--- config.mk ---
export PLATFORM = sky130hd
export DESIGN_NAME = irc_device_flat
export DESIGN_NICKNAME = d
export VERILOG_FILES = /design/src/inc/irc_pkg.sv /design/src/inc/irc_link_if.sv /design/src/rtl/irc_device.sv /design/src/flat_wrapper.sv
export VERILOG_INCLUDE_DIRS = /design/src /design/src/inc
export SDC_FILE = /design/constraint.sdc
export NUM_CORES = 1
export LEC_CHECK = 0
export ABC_CLOCK_PERIOD_IN_PS = 4100
export BUFFER_PORTS_ARGS = -buffer_cell sky130_fd_sc_hd__buf_2
export CAP_MARGIN = 5
export CORE_UTILIZATION = 53
export DETAILED_ROUTE_END_ITERATION = 8
export GPL_TIMING_DRIVEN = 0
export PLACE_DENSITY = 0.7
export SYNTH_ARGS = -nofsm -noshare
export SYNTH_HDL_FRONTEND = slang
export SYNTH_SLANG_ARGS = --single-unit
--- constraint.sdc ---
create_clock -name clk_i -period 4.1 [get_ports clk_i]
set_input_delay 0.82 -clock clk_i [delete_from_list [all_inputs] [get_ports clk_i]]
set_output_delay 0.82 -clock clk_i [all_outputs]
set_load 0.02 [all_outputs]
--- src/inc/irc_defs.svh ---
// Purpose: Constants of the register command link.
// Assumes: Included by the package and both ends.
// Notes: Summary of operation below.
//
// Summary of operation
// - Humidity read returns code, two, high, low, CRC
// - Info read at 0x08, seven bytes, then CRC
// - Host writes status with 0x10, 0x0F, one
// - Write reply echoes code, start, count, new CRC
// - Host writes user one with 0x10, 0x10, two
// - Only frames addressed 0xB8 plus write answered
// - CRC travels low byte first, high second
// - Errors 0x80 function, 0x81 read, 0x82 range
// - Errors 0x83 CRC mismatch, 0x84 write prohibited
// - Read reply: code, length, register bytes, CRC
// - Writes only 0x0F-0x13; status written alone
// - At most ten registers per transaction
`ifndef IRC_DEFS_SVH
`define IRC_DEFS_SVH
`define IRC_BUS_ADDR 8'hB8
`define IRC_FN_READ 8'h03
`define IRC_FN_WRITE 8'h10
`define IRC_ERR_FUNC 8'h80
`define IRC_ERR_RADDR 8'h81
`define IRC_ERR_RANGE 8'h82
`define IRC_ERR_CRC 8'h83
`define IRC_ERR_WPROT 8'h84
`define IRC_CRC_INIT 16'hFFFF
`define IRC_CRC_POLY 16'hA001
`define IRC_MAX_REGS 8'h0A
`define IRC_NUM_REGS 9'h020
`define IRC_WR_FIRST 8'h0F
`define IRC_WR_END 9'h014
`define IRC_WR_NUM 5
`define IRC_RX_BYTES 15
`define IRC_WR_OVH 8'h05
`define IRC_RD_LEN 4'h3
`define IRC_A_HUM_H 8'h00
`define IRC_A_HUM_L 8'h01
`define IRC_A_TMP_H 8'h02
`define IRC_A_TMP_L 8'h03
`define IRC_A_MOD_H 8'h08
`define IRC_A_MOD_L 8'h09
`define IRC_A_VER 8'h0A
`define IRC_A_ID3 8'h0B
`define IRC_A_ID2 8'h0C
`define IRC_A_ID1 8'h0D
`define IRC_A_ID0 8'h0E
`endif

--- src/inc/irc_pkg.sv ---
// Purpose: Types and CRC step shared by both ends.
// Assumes: irc_defs.svh on the include path.
// Notes: One-hot state codes.
`include "irc_defs.svh"
package irc_pkg;
  typedef enum logic [2:0] {
    IRC_D_RX = 3'h1,
    IRC_D_EVAL = 3'h2,
    IRC_D_TX = 3'h4
  } irc_dev_st_t;

  typedef enum logic [2:0] {
    IRC_H_IDLE = 3'h1,
    IRC_H_SEND = 3'h2,
    IRC_H_RECV = 3'h4
  } irc_host_st_t;

  // One byte of the reflected CRC-16
  function automatic logic [15:0] irc_crc_step(input logic [15:0] c, input logic [7:0] b);
    logic [15:0] r;
    r = c ^ {8'h00, b};
    for (int k = 0; k < 8; k++)
    begin
      r = r[0] ? ((r >> 1) ^ `IRC_CRC_POLY) : (r >> 1);
    end
    return r;
  endfunction
endpackage

--- src/inc/irc_link_if.sv ---
// Purpose: Byte-level frame link between host and device.
// Assumes: One clock shared by both ends.
// Notes: first marks the bus address byte of a request.
`timescale 1ns/10ps
interface irc_link_if;
  logic h2d_valid;
  logic h2d_ready;
  logic [7:0] h2d_data;
  logic h2d_first;
  logic h2d_last;
  logic d2h_valid;
  logic d2h_ready;
  logic [7:0] d2h_data;
  logic d2h_last;
  modport dev (
    input h2d_valid, h2d_data, h2d_first, h2d_last, d2h_ready,
    output h2d_ready, d2h_valid, d2h_data, d2h_last
  );
  modport host (
    output h2d_valid, h2d_data, h2d_first, h2d_last, d2h_ready,
    input h2d_ready, d2h_valid, d2h_data, d2h_last
  );
endinterface

--- src/rtl/irc_device.sv ---
// Purpose: Sensor end: decodes register frames and answers them.
// Assumes: Host holds each byte until h2d_ready; frame ends on h2d_last.
// Notes: Measurements are snapshotted when a frame is evaluated.
`timescale 1ns/10ps
`include "irc_defs.svh"
module irc_device
  import irc_pkg::*;
#(
  parameter logic [15:0] MODEL = 16'h0A5A, // Arbitrary value
  parameter logic [7:0] VERSION = 8'h01, // Arbitrary value
  parameter logic [31:0] DEV_ID = 32'h1234_5678 // Arbitrary value
)(
  // Clock and reset
  input wire logic clk_i,
  input wire logic rstn_i,
  // Link
  irc_link_if.dev link,
  // Measurements
  input wire logic [15:0] hum_i,
  input wire logic [15:0] temp_i,
  // Writable register contents
  output logic [7:0] status_o,
  output logic [15:0] user1_o,
  output logic [15:0] user2_o,
  // Frame events
  output logic wr_done_o,
  output logic err_o,
  output logic [7:0] err_code_o
);
  irc_dev_st_t st, next_st;
  logic [7:0] rx_buf [0:`IRC_RX_BYTES-1];
  logic [7:0] next_rx_buf [0:`IRC_RX_BYTES-1];
  logic [3:0] rx_n, next_rx_n;
  logic drop, next_drop;
  logic ovf, next_ovf;
  logic [15:0] crc_run, crc_d1, crc_d2, next_crc_run, next_crc_d1, next_crc_d2;
  logic [7:0] wr_reg [0:`IRC_WR_NUM-1];
  logic [7:0] next_wr_reg [0:`IRC_WR_NUM-1];
  logic [15:0] hum_q, temp_q, next_hum_q, next_temp_q;
  logic [7:0] rsp_b0, rsp_b1, rsp_b2, next_rsp_b0, next_rsp_b1, next_rsp_b2;
  logic rsp_rd, next_rsp_rd;
  logic [3:0] tx_len, tx_idx, next_tx_len, next_tx_idx;
  logic [15:0] crc_tx, next_crc_tx;
  logic next_wr_done, next_err;
  logic [7:0] next_err_code;
  logic [7:0] tx_byte;
  logic [7:0] fn, start, cnt;
  logic [8:0] end_addr;
  logic [7:0] code;

  // Register map as seen by reads
  function automatic logic [7:0] reg_rd(input logic [7:0] a);
    case (a)
      `IRC_A_HUM_H: reg_rd = hum_q[15:8];
      `IRC_A_HUM_L: reg_rd = hum_q[7:0];
      `IRC_A_TMP_H: reg_rd = temp_q[15:8];
      `IRC_A_TMP_L: reg_rd = temp_q[7:0];
      `IRC_A_MOD_H: reg_rd = MODEL[15:8];
      `IRC_A_MOD_L: reg_rd = MODEL[7:0];
      `IRC_A_VER: reg_rd = VERSION;
      `IRC_A_ID3: reg_rd = DEV_ID[31:24];
      `IRC_A_ID2: reg_rd = DEV_ID[23:16];
      `IRC_A_ID1: reg_rd = DEV_ID[15:8];
      `IRC_A_ID0: reg_rd = DEV_ID[7:0];
      default:
      begin
        if (a >= `IRC_WR_FIRST && {1'b0, a} < `IRC_WR_END)
          reg_rd = wr_reg[3'(a - `IRC_WR_FIRST)];
        else
          reg_rd = 8'h00;
      end
    endcase
  endfunction

  assign fn = rx_buf[0];
  assign start = rx_buf[1];
  assign cnt = rx_buf[2];
  assign end_addr = {1'b0, start} + {1'b0, cnt};

  // Error classification of a complete frame
  always_comb
  begin
    code = 8'h00;
    if (fn == `IRC_FN_READ)
    begin
      if (ovf || rx_n != `IRC_RD_LEN)
        code = `IRC_ERR_RANGE;
      else if (cnt == 8'h00 || cnt > `IRC_MAX_REGS || end_addr > `IRC_NUM_REGS)
        code = `IRC_ERR_RADDR;
    end
    else if (fn == `IRC_FN_WRITE)
    begin
      if (ovf || rx_n < 4'h5 || {4'h0, rx_n} != cnt + `IRC_WR_OVH)
        code = `IRC_ERR_RANGE;
      else if (crc_d2 != {rx_buf[4'(rx_n - 4'h1)], rx_buf[4'(rx_n - 4'h2)]})
        code = `IRC_ERR_CRC;
      else if (cnt == 8'h00 || cnt > `IRC_MAX_REGS)
        code = `IRC_ERR_RANGE;
      else if (start < `IRC_WR_FIRST || end_addr > `IRC_WR_END ||
               (start == `IRC_WR_FIRST && cnt != 8'h01))
        code = `IRC_ERR_WPROT;
    end
    else
      code = `IRC_ERR_FUNC;
  end

  // Byte on the reply line
  always_comb
  begin
    if (tx_idx == 4'h0)
      tx_byte = rsp_b0;
    else if (tx_idx == 4'h1)
      tx_byte = rsp_b1;
    else if (tx_idx == tx_len)
      tx_byte = crc_tx[7:0];
    else if (tx_idx > tx_len)
      tx_byte = crc_tx[15:8];
    else if (!rsp_rd)
      tx_byte = rsp_b2;
    else
      tx_byte = reg_rd(rsp_b2 + 8'(tx_idx - 4'h2));
  end

  assign link.h2d_ready = (st == IRC_D_RX);
  assign link.d2h_valid = (st == IRC_D_TX);
  assign link.d2h_data = tx_byte;
  assign link.d2h_last = (st == IRC_D_TX) && (tx_idx > tx_len);

  always_comb
  begin
    next_st = st;
    next_rx_buf = rx_buf;
    next_rx_n = rx_n;
    next_drop = drop;
    next_ovf = ovf;
    next_crc_run = crc_run;
    next_crc_d1 = crc_d1;
    next_crc_d2 = crc_d2;
    next_wr_reg = wr_reg;
    next_hum_q = hum_q;
    next_temp_q = temp_q;
    next_rsp_b0 = rsp_b0;
    next_rsp_b1 = rsp_b1;
    next_rsp_b2 = rsp_b2;
    next_rsp_rd = rsp_rd;
    next_tx_len = tx_len;
    next_tx_idx = tx_idx;
    next_crc_tx = crc_tx;
    next_wr_done = 1'b0;
    next_err = 1'b0;
    next_err_code = err_code_o;
    case (st)
      IRC_D_RX:
      begin
        if (link.h2d_valid)
        begin
          if (link.h2d_first)
          begin
            next_drop = (link.h2d_data != `IRC_BUS_ADDR);
            next_rx_n = 4'h0;
            next_ovf = 1'b0;
            next_crc_run = `IRC_CRC_INIT;
          end
          else if (rx_n == 4'(`IRC_RX_BYTES))
            next_ovf = 1'b1;
          else
          begin
            next_rx_buf[rx_n] = link.h2d_data;
            next_rx_n = rx_n + 4'h1;
            next_crc_d2 = crc_d1;
            next_crc_d1 = crc_run;
            next_crc_run = irc_crc_step(crc_run, link.h2d_data);
          end
          if (link.h2d_last && !(link.h2d_first ? (link.h2d_data != `IRC_BUS_ADDR) : drop) &&
              !link.h2d_first)
            next_st = IRC_D_EVAL;
        end
      end
      IRC_D_EVAL:
      begin
        next_hum_q = hum_i;
        next_temp_q = temp_i;
        next_tx_idx = 4'h0;
        next_crc_tx = `IRC_CRC_INIT;
        next_st = IRC_D_TX;
        next_rsp_b0 = fn;
        next_rsp_b1 = cnt;
        next_rsp_b2 = start;
        next_rsp_rd = (code == 8'h00) && (fn == `IRC_FN_READ);
        next_tx_len = 4'(cnt) + 4'h2;
        if (code != 8'h00)
        begin
          next_rsp_b1 = code;
          next_tx_len = 4'h2;
          next_err = 1'b1;
          next_err_code = code;
        end
        else if (fn == `IRC_FN_WRITE)
        begin
          next_rsp_b1 = start;
          next_rsp_b2 = cnt;
          next_tx_len = 4'h3;
          next_wr_done = 1'b1;
          for (int i = 0; i < `IRC_WR_NUM; i++)
          begin
            if ({1'b0, `IRC_WR_FIRST} + 9'(i) >= {1'b0, start} && {1'b0, `IRC_WR_FIRST} + 9'(i) < end_addr)
              next_wr_reg[i] = rx_buf[4'(8'h03 + `IRC_WR_FIRST + 8'(i) - start)];
          end
        end
      end
      IRC_D_TX:
      begin
        if (link.d2h_ready)
        begin
          next_tx_idx = tx_idx + 4'h1;
          if (tx_idx < tx_len)
            next_crc_tx = irc_crc_step(crc_tx, tx_byte);
          if (tx_idx > tx_len)
            next_st = IRC_D_RX;
        end
      end
      default: next_st = IRC_D_RX;
    endcase
  end

  always_ff @(posedge clk_i or negedge rstn_i)
  begin
    if (!rstn_i)
    begin
      st <= IRC_D_RX;
      for (int i = 0; i < `IRC_RX_BYTES; i++)
        rx_buf[i] <= 8'h00;
      for (int i = 0; i < `IRC_WR_NUM; i++)
        wr_reg[i] <= 8'h00;
      rx_n <= 4'h0;
      drop <= 1'b1;
      ovf <= 1'b0;
      crc_run <= `IRC_CRC_INIT;
      crc_d1 <= `IRC_CRC_INIT;
      crc_d2 <= `IRC_CRC_INIT;
      hum_q <= 16'h0000;
      temp_q <= 16'h0000;
      rsp_b0 <= 8'h00;
      rsp_b1 <= 8'h00;
      rsp_b2 <= 8'h00;
      rsp_rd <= 1'b0;
      tx_len <= 4'h0;
      tx_idx <= 4'h0;
      crc_tx <= `IRC_CRC_INIT;
      wr_done_o <= 1'b0;
      err_o <= 1'b0;
      err_code_o <= 8'h00;
    end
    else
    begin
      st <= next_st;
      rx_buf <= next_rx_buf;
      wr_reg <= next_wr_reg;
      rx_n <= next_rx_n;
      drop <= next_drop;
      ovf <= next_ovf;
      crc_run <= next_crc_run;
      crc_d1 <= next_crc_d1;
      crc_d2 <= next_crc_d2;
      hum_q <= next_hum_q;
      temp_q <= next_temp_q;
      rsp_b0 <= next_rsp_b0;
      rsp_b1 <= next_rsp_b1;
      rsp_b2 <= next_rsp_b2;
      rsp_rd <= next_rsp_rd;
      tx_len <= next_tx_len;
      tx_idx <= next_tx_idx;
      crc_tx <= next_crc_tx;
      wr_done_o <= next_wr_done;
      err_o <= next_err;
      err_code_o <= next_err_code;
    end
  end

  assign status_o = wr_reg[0];
  assign user1_o = {wr_reg[1], wr_reg[2]};
  assign user2_o = {wr_reg[3], wr_reg[4]};
endmodule

--- src/flat_wrapper.sv ---
// flat-port wrapper written by rule: the top's interface ports become plain ports
module irc_device_flat import irc_pkg::*;
#(
  parameter logic [15:0] MODEL = 16'h0A5A,                   
  parameter logic [7:0] VERSION = 8'h01,                   
  parameter logic [31:0] DEV_ID = 32'h1234_5678                   
)
  (clk_i, rstn_i, hum_i, temp_i, status_o, user1_o, user2_o, wr_done_o, err_o, err_code_o, link_h2d_valid, link_h2d_data, link_h2d_first, link_h2d_last, link_d2h_ready, link_h2d_ready, link_d2h_valid, link_d2h_data, link_d2h_last);
  irc_link_if link_i ();
  input wire logic clk_i;
  input wire logic rstn_i;
  input wire logic [15:0] hum_i;
  input wire logic [15:0] temp_i;
  output logic [7:0] status_o;
  output logic [15:0] user1_o;
  output logic [15:0] user2_o;
  output logic wr_done_o;
  output logic err_o;
  output logic [7:0] err_code_o;
  input wire logic [$bits(link_i.h2d_valid)-1:0] link_h2d_valid;
  input wire logic [$bits(link_i.h2d_data)-1:0] link_h2d_data;
  input wire logic [$bits(link_i.h2d_first)-1:0] link_h2d_first;
  input wire logic [$bits(link_i.h2d_last)-1:0] link_h2d_last;
  input wire logic [$bits(link_i.d2h_ready)-1:0] link_d2h_ready;
  output wire logic [$bits(link_i.h2d_ready)-1:0] link_h2d_ready;
  output wire logic [$bits(link_i.d2h_valid)-1:0] link_d2h_valid;
  output wire logic [$bits(link_i.d2h_data)-1:0] link_d2h_data;
  output wire logic [$bits(link_i.d2h_last)-1:0] link_d2h_last;
  assign link_i.h2d_valid = link_h2d_valid;
  assign link_i.h2d_data = link_h2d_data;
  assign link_i.h2d_first = link_h2d_first;
  assign link_i.h2d_last = link_h2d_last;
  assign link_i.d2h_ready = link_d2h_ready;
  assign link_h2d_ready = link_i.h2d_ready;
  assign link_d2h_valid = link_i.d2h_valid;
  assign link_d2h_data = link_i.d2h_data;
  assign link_d2h_last = link_i.d2h_last;
  irc_device #(.MODEL(MODEL), .VERSION(VERSION), .DEV_ID(DEV_ID)) u_core (.clk_i(clk_i), .rstn_i(rstn_i), .link(link_i), .hum_i(hum_i), .temp_i(temp_i), .status_o(status_o), .user1_o(user1_o), .user2_o(user2_o), .wr_done_o(wr_done_o), .err_o(err_o), .err_code_o(err_code_o));
endmodule
==> results of run 1 <==
-- logic make-up after synthesis --
group,count (synthesis),share of synthesized area
buffers and inverters,186,0.0372
xor gates and xnor gates,91,0.0384
muxes,422,0.313
adders and majority gates,55,0.0327
and+or+nand+nor,562,0.116
DFF,304,0.358
other,1,0.000174
AOI/OAI and AO/OA,334,0.105
-- layout by cell type, fill, tap and decap left out, types with 8 or more instances in the layout --
cell       count
a211oi_4       9
a21oi_1       60
a221o_1       10
a22oi_1        9
and2_1         8
buf_1         20
buf_2         92
buf_4         81
buf_6         30
clkbuf_1      80
clkbuf_16     38
clkbuf_2      12
clkbuf_8       8
dfrtp_1      230
dfrtp_2        8
dfstp_2       66
ha_1          41
ha_4          11
inv_1         25
mux2_2       149
mux2_4        40
mux2i_1       56
mux4_2       177
nand2_1      321
nand3_1       42
nor2_1        73
nor2b_1       14
nor3_1        14
nor3b_1       11
o211ai_1      15
o21ai_0       75
o22a_1        17
o22ai_1       20
o31ai_1        9
xnor2_1       45
xor2_1        33
-- what timing repair did --
item / CTS / global route
pin swaps: 32 / 51
gates cloned: 1 / 1
gates resized for setup: 211 / 107
setup endpoints to repair: 82 / 65
setup buffers: 57 / 28
-- through the flow --
step           total power [mW]  hold WS, ns  cells
4_1_cts                    19.9        0.283   2699
3_5_place_dp               15.4        0.448   2578
3_3_place_gp               15.2        0.446   2576
5_1_grt                    21.6        0.287   2725
6_report                   20.8        0.242   2725
2_1_floorplan              12.0        0.435   1958
-- report_power, final --
part	internal (mW)	total, mW	switching (mW)
clock network	1.96	3.30	1.34
registers	3.72	4.68	0.962
logic	5.66	12.9	7.20
-- worst max-delay path, stage by stage (launching register included) --
cell and delay [ns]:
dfrtp_2 0.44, ha_4 0.18, fa_2 0.58, inv_2 0.08, ha_4 0.18, buf_4 0.14, clkbuf_2 0.22, a22oi_1 0.37
nand2_1 0.17, nand3_1 0.12, o211ai_1 0.09, buf_4 0.16, nor2_1 0.08, o21ai_1 0.08, nor2b_4 0.16, buf_6 0.14
-- worst min path at each step --
stage	endpoint	start	cells after the start	slack, ns
2_1_floorplan	u_core.crc_d2[0]	u_core.crc_d1[0]	2	0.43
3_3_place_gp	u_core.crc_d2[4]	u_core.crc_d1[4]	2	0.45
3_5_place_dp	u_core.crc_d1[15]	u_core.crc_d1[15]	2	0.45
4_1_cts	u_core.temp_q[14]	rstn_i	1	0.28
5_1_grt	u_core.temp_q[14]	rstn_i	1	0.29
6_report	u_core.temp_q[14]	rstn_i	1	0.24
-- layer usage --
layer	vias up	routed length, um	GRT usage
met4	0	5250	0.217
met1	9340	31500	0.531
met2	1173	36400	0.601
met5	-	0	0
li1	7728	-	-
met3	227	7800	0.0709
-- registers in the layout, summed over array words and instances (netlist names), 16 cells and up --
signal and flops:
u_core.crc_tx 16, u_core.rx_buf 96, u_core.crc_d1 16, u_core.temp_q 16
u_core.user1_o 16, u_core.crc_run 16, u_core.user2_o 16, u_core.hum_q 16
u_core.crc_d2 16
-- synth_stat cells (all sizes together) (6+ instances only) --
| cell type | count |
|---|---|
| nand3 | 46 |
| nor2 | 80 |
| buf | 58 |
| mux2i | 56 |
| xnor2 | 52 |
| nor4 | 10 |
| inv | 33 |
| a22oi | 13 |
| and3 | 6 |
| o21ai | 84 |
| nor3b | 13 |
| and2 | 10 |
| clkbuf | 93 |
| nor2b | 16 |
| a221o | 10 |
| a311oi | 6 |
| nor4b | 6 |
| a31oi | 7 |
| o22a | 17 |
| nand2 | 332 |
| o211ai | 15 |
| nor3 | 15 |
| mux4 | 177 |
| mux2 | 189 |
| o22ai | 21 |
| ha | 53 |
| xor2 | 38 |
| o31ai | 20 |
| a211oi | 15 |
| a21oi | 67 |
| dfrtp | 238 |
| dfstp | 66 |
-- cell type report --
| class | instances | area, sq um |
|---|---|---|
| tap | 525 | 657 |
| clock inverter | 15 | 191 |
| timing repair buffer | 182 | 1320 |
| buffer | 146 | 841 |
| fill | 3023 | 13900 |
| clock buffer | 50 | 1020 |
| multi-input combinational | 1468 | 14100 |
| inverter | 35 | 169 |
| sequential | 304 | 7700 |
==> summary.md, run 1 <==
| Metric | Value |
|---|---|
| Outcome | `finished, violations left` |
| Failing checks | `negative setup slack` |
| Yosys warnings | `0` |
| Post-synth EDFFs | `0` |
| FF-to-FF setup slack | `-0.31 ns` |
| Worst-path fanout max | `10` |
| Max-Slew Margin vs Limit | `0.193` |
| First-pass GRT wire length | `about 120 mm` |
| Setup crit end kind | `primary output` |
| Die height | `between 200 and 250 um` |
| Clock period minus worst slack | `approximately 4.6 ns` |
| TritonCTS clock tree | `yes` |
| Die Span X | `just over 200 um` |
| Clk pin slew, worst setup/hold paths | `~0.06 ns` |
| TritonRoute pass-1 iters | `6` |
| Worst R2R End | `u_core.user2_o[4]` |
| PwrDens | `801 mW/mm^2` |
| Final net count | `between 2000 and 2500` |
| Register area share after synthesis | `0.358` |
| Post-synthesis cell type count | `slightly above 80` |
| Final ANT Viol Nets | `0` |
| Unrepaired setup endpoints after global routing | `true` |
| Total track usage | `0.393` |
| Crit path DAT | `~3.8 ns` |
| Max Slew Vio Count | `0` |
| DR DRC count | `0` |
| Post-Route WL | `approximately 80 mm` |
| Max-cap viol count | `0` |
| Final Cell Area | `~0.026 sq mm` |
| Top FF cell, synth | `dfrtp_1` |
| CTS Root Cell | `clkbuf_16` |
| Via count | `18468` |
| Antenna diode count | `0` |
| Cell Area, Synth | `around 0.022 sq mm` |
| Vias in the first global route | `about 18000` |
| Critical path launch point | `u_core.rsp_b2[0]` |
| Place WS | `-1.81 ns` |
| Initial antenna violation count | `0` |
| Post-Syn Instances | `slightly below 2000` |
| CP Launch Type | `flop` |
| Share of the synthesized area in the top cell type | `0.277` |
| Static Leak | `between 10 and 15 nW` |
| Max Clk Rate | `about 220 MHz` |
| Core box area | `~0.04 sq mm` |
| Num ports | `107` |
| Synthesis-to-layout area growth | `20.9%` |
| Hold Violations, Final | `0` |
| Crit path required time | `roughly 3.3 ns` |
| GPL Wtd Cong | `around 1.1` |
| Post-route setup slack | `-0.510 ns` |
| Final core occ | `0.651` |
| TritonCTS Buffers | `36` |
| # setup viols final | `approximately 50` |
| Detailed Route Iter0 Violations | `roughly 2200` |
| Starting Density | `0.539` |
| Worst-case reg-to-reg path depth | `17` |
| Row count | `73` |
| DP Area | `around 0.023 sq mm` |
| CTS Buffer Depth | `3` |
| Clock insertion delay at the later pin of the skew report | `0.58 ns` |
| DR vias/cell | `6.78` |
| Top cells by area, synth | `dfrtp_1, mux4_2, mux2_2` |
| Critical Path End | `link_d2h_data[1]` |
| Largest net degree at the start of global routing | `approximately 130` |
| Syn Area/Cell | `about 11 sq um` |
| Worst Tran Pin Value | `around 1.2 ns` |
| R2R Path Start | `u_core.rx_n[0]` |
| Clock sink count | `~300` |
| TNS Setup | `-10.62 ns` |
| Die area | `0.0414 sq mm` |
| Fraction of layout instances using a drive strength above 1 | `0.397` |
| Final Skew | `~0.020 ns` |
| Synth Register Bits | `304` |
| PortBufs | `93` |
| Final HPWL DP | `a little under 60 mm` |
| Crit path kind | `flop to primary output` |
| FFs w/ async S/R, synth | `1.00` |
| Routed WL per cell | `just under 30 um` |
| Worst VDD drop | `about 0.00047 V` |
| H-Tree Depth | `2` |
| Final global-route overflow total | `0` |
| # hold bufs at CTS | `0` |
| Yosys top cell by area | `dfrtp_1` |
| HP Class | `primary input to async pin` |
| Period utilisation layout | `1.12` |
Power figures use the tool's default switching activity.
==> run 2: changes to the inputs <==
--- a/config.mk
+++ b/config.mk
@@ -12,7 +12,9 @@
 export CORE_UTILIZATION = 53
 export DETAILED_ROUTE_END_ITERATION = 8
 export GPL_TIMING_DRIVEN = 0
-export PLACE_DENSITY = 0.7
+export PLACE_DENSITY = 0.83
+export REMOVE_ABC_BUFFERS = 1
+export SETUP_SLACK_MARGIN = 0.5
 export SYNTH_ARGS = -nofsm -noshare
 export SYNTH_HDL_FRONTEND = slang
 export SYNTH_SLANG_ARGS = --single-unit
==> summary.md, run 2 (same netlist as run 1, synthesis figures left out) <==
| Metric | Value |
|---|---|
| Outcome | `finished, violations left` |
| Failing checks | `negative setup slack` |
| Slowest CP cell | `fa_2` |
| HP Class | `primary input to async pin` |
| Clock period minus worst slack | `4.69 ns (+0.0791 ns)` |
| CP Cell Sequence | `ha_4 > fa_2 > inv_2 > ha_4 > o2111ai_2 > o211ai_1 > a2111oi_4 > o211ai_1 > o211ai_1 > buf_4 > nor2_2 > o21ai_1 > nor2b_4 > buf_6` |
| Crit path DAT | `3.87 ns (+0.08 ns)` |
| TritonCTS Buffers | `36 (unchanged)` |
| Crit path kind | `flop to primary output` |
| Most frequent cells in the layout | `nand2_1, dfrtp_1, mux4_2` |
| Final Skew | `0.0186 ns (-0.000913 ns)` |
| Die height | `203 um (unchanged)` |
| First-pass GRT wire length | `112 mm (-5.6%)` |
| Final net count | `2194 (-3.5%)` |
| Initial antenna violation count | `1 (+1)` |
| # setup viols final | `72 (+41%)` |
| TritonCTS clock tree | `yes` |
| Fraction of layout instances using a drive strength above 1 | `0.434 (+0.0369)` |
| Worst-path fanout max | `5 (-5)` |
| CP max stage delay | `0.63 ns (+0.05 ns)` |
| Final HPWL DP | `45.2 mm (-24%)` |
| Total power | `20.9 mW (about the same)` |
| Commonest non-fill, non-tap cell in the layout | `nand2_1` |
| Instance count on the critical path | `14 (-1)` |
| Synthesis-to-layout area growth | `22.6%` |
| Placed insts | `2453 (-4.8%)` |
| Via count | `18956 (+2.6%)` |
| Worst-case reg-to-reg path depth | `17 (unchanged)` |
| Crit path required time | `3.28 ns (about the same)` |
| Post-Route WL | `75.4 mm (-6.9%)` |
| Worst Tran Pin Value | `1.30 ns (+0.0944 ns)` |
| Die area | `0.0414 sq mm (unchanged)` |
| Final ANT Viol Nets | `0 (unchanged)` |
| H-Tree Depth | `2 (unchanged)` |
| Largest net degree at the start of global routing | `118 (-5.6%)` |
| Unrepaired setup endpoints after global routing | `true` |
| CTS Root Cell | `clkbuf_16` |
| Hold Violations, Final | `0 (unchanged)` |
| Num ports | `107 (unchanged)` |
| Vias in the first global route | `18667 (+3.5%)` |
| Worst VDD drop | `0.000620 V (+32%)` |
| Delay-heaviest family, CP | `compound AO/OA/AOI/OAI gates` |
| Clock sink count | `304 (unchanged)` |
| Post-route setup slack | `-0.589 ns (-0.0791 ns)` |
| Largest register FFs | `96 (unchanged)` |
| Routed WL per cell | `28.5 um (-4.1%)` |
| Starting Density | `0.539 (unchanged)` |
| Max Slew Vio Count | `0 (unchanged)` |
| Antenna diode count | `0 (unchanged)` |
| GPL Wtd Cong | `0.958 (-9.6%)` |
| DP Area | `0.0225 sq mm (-1.3%)` |
| Max-cap viol count | `0 (unchanged)` |
| R2R Path Start | `u_core.rx_n[0]` |
| Non-filler cells, final | `2644 (-3.0%)` |
| Row count | `73 (unchanged)` |
| Max-Slew Margin vs Limit | `0.136 (-0.0572)` |
| Die Span X | `203 um (unchanged)` |
| TritonRoute pass-1 iters | `8 (+2)` |
| Worst R2R End | `u_core.user1_o[10]` |
| Setup crit end kind | `primary output` |
| DR vias/cell | `7.17 (+5.8%)` |
| Total track usage | `0.357 (-0.0362)` |
| Critical path buffers and inverters | `3 (-2)` |
| PortBufs | `102 (+9.7%)` |
| Place WS | `-2.20 ns (-0.394 ns)` |
| Largest register by flop count | `u_core.rx_buf` |
| TNS Setup | `-18.78 ns (-8.16 ns)` |
| CP Launch Type | `flop` |
| Final Cell Area | `0.0264 sq mm (+1.4%)` |
| Max Clk Rate | `213 MHz (-1.7%)` |
| CTS Buffer Depth | `3 (unchanged)` |
| FF-to-FF setup slack | `-0.35 ns (-0.04 ns)` |
| Clk pin slew, worst setup/hold paths | `0.06 ns (about the same)` |
| Clock insertion delay at the later pin of the skew report | `0.56 ns (-0.02 ns)` |
| Core box area | `0.0399 sq mm (unchanged)` |
| Most used cell, CP | `o211ai_1` |
| Final global-route overflow total | `0 (unchanged)` |
| DR DRC count | `0 (unchanged)` |
| Detailed Route Iter0 Violations | `2221 (+2.0%)` |
| PwrDens | `791 mW/mm^2 (-1.3%)` |
| Static Leak | `11.3 nW (+1.4%)` |
| # hold bufs at CTS | `0 (unchanged)` |
| Period utilisation layout | `1.14 (+0.0193)` |
-- run 2: cell types whose count changed in the layout (fill, tap and decap cells not counted), sizes merged --
cell           change
clkdlybuf4s15      -2
bufinv             -1
bufbuf             +4
clkinv             -3
clkbuf            -84
clkinvlp           -1
inv                -2
buf                +8
-- run 2: routing by layer --
metal | track usage | vias to the layer above | wire length (um)
li1 | - | 7569 | -
met1 | 0.426 | 9300 | 25500
met2 | 0.569 | 1642 | 34800
met3 | 0.0999 | 445 | 8950
met4 | 0.225 | 0 | 6100
met5 | 0 | - | 0
-- run 2: worst max path at each step --
stage / from / endpoint / slack (ns)
detailed placement: u_core.rx_n[0] / u_core.user1_o[10] / -2.20
CTS: u_core.tx_idx[0] / link_d2h_data[1] / -0.57
global route: u_core.tx_idx[1] / link_d2h_data[1] / -0.65
global placement: u_core.start[0] / u_core.user1_o[0] / -8.40
finish: u_core.rsp_b2[0] / link_d2h_data[1] / -0.59
floorplan: u_core.start[0] / u_core.user1_o[0] / -5.35
-- run 2: through the flow --
stage	util	hold WS [ns]
2_1_floorplan	-	0.435
3_3_place_gp	0.552	0.442
3_5_place_dp	0.563	0.445
4_1_cts	0.635	0.257
5_1_grt	0.661	0.290
6_report	0.661	0.254
-- run 2: what timing repair did --
| action | CTS | global route |
|---|---|---|
| cloned | 4 | 0 |
| pin swaps | 38 | 38 |
| endpoints found under the setup margin | 132 | 142 |
| buffers inserted | 78 | 44 |
| resized for setup | 205 | 125 |
-- run 2: power by group --
group,internal [mW],leakage (nW),switching (mW)
combinational,5.92,6.91,6.67
clock,1.97,0.585,1.35
sequential,3.72,3.78,1.22
-- run 2: cell type report --
cell class                      count  area [sq um]
Sequential cell                   304          7710
Timing Repair Buffer              248          2220
Tap cell                          525           657
Inverter                           35           168
Clock inverter                      8          96.3
Multi-Input combinational cell   1468         14400
Clock buffer                       56          1100
Fill cell                        2680         13500
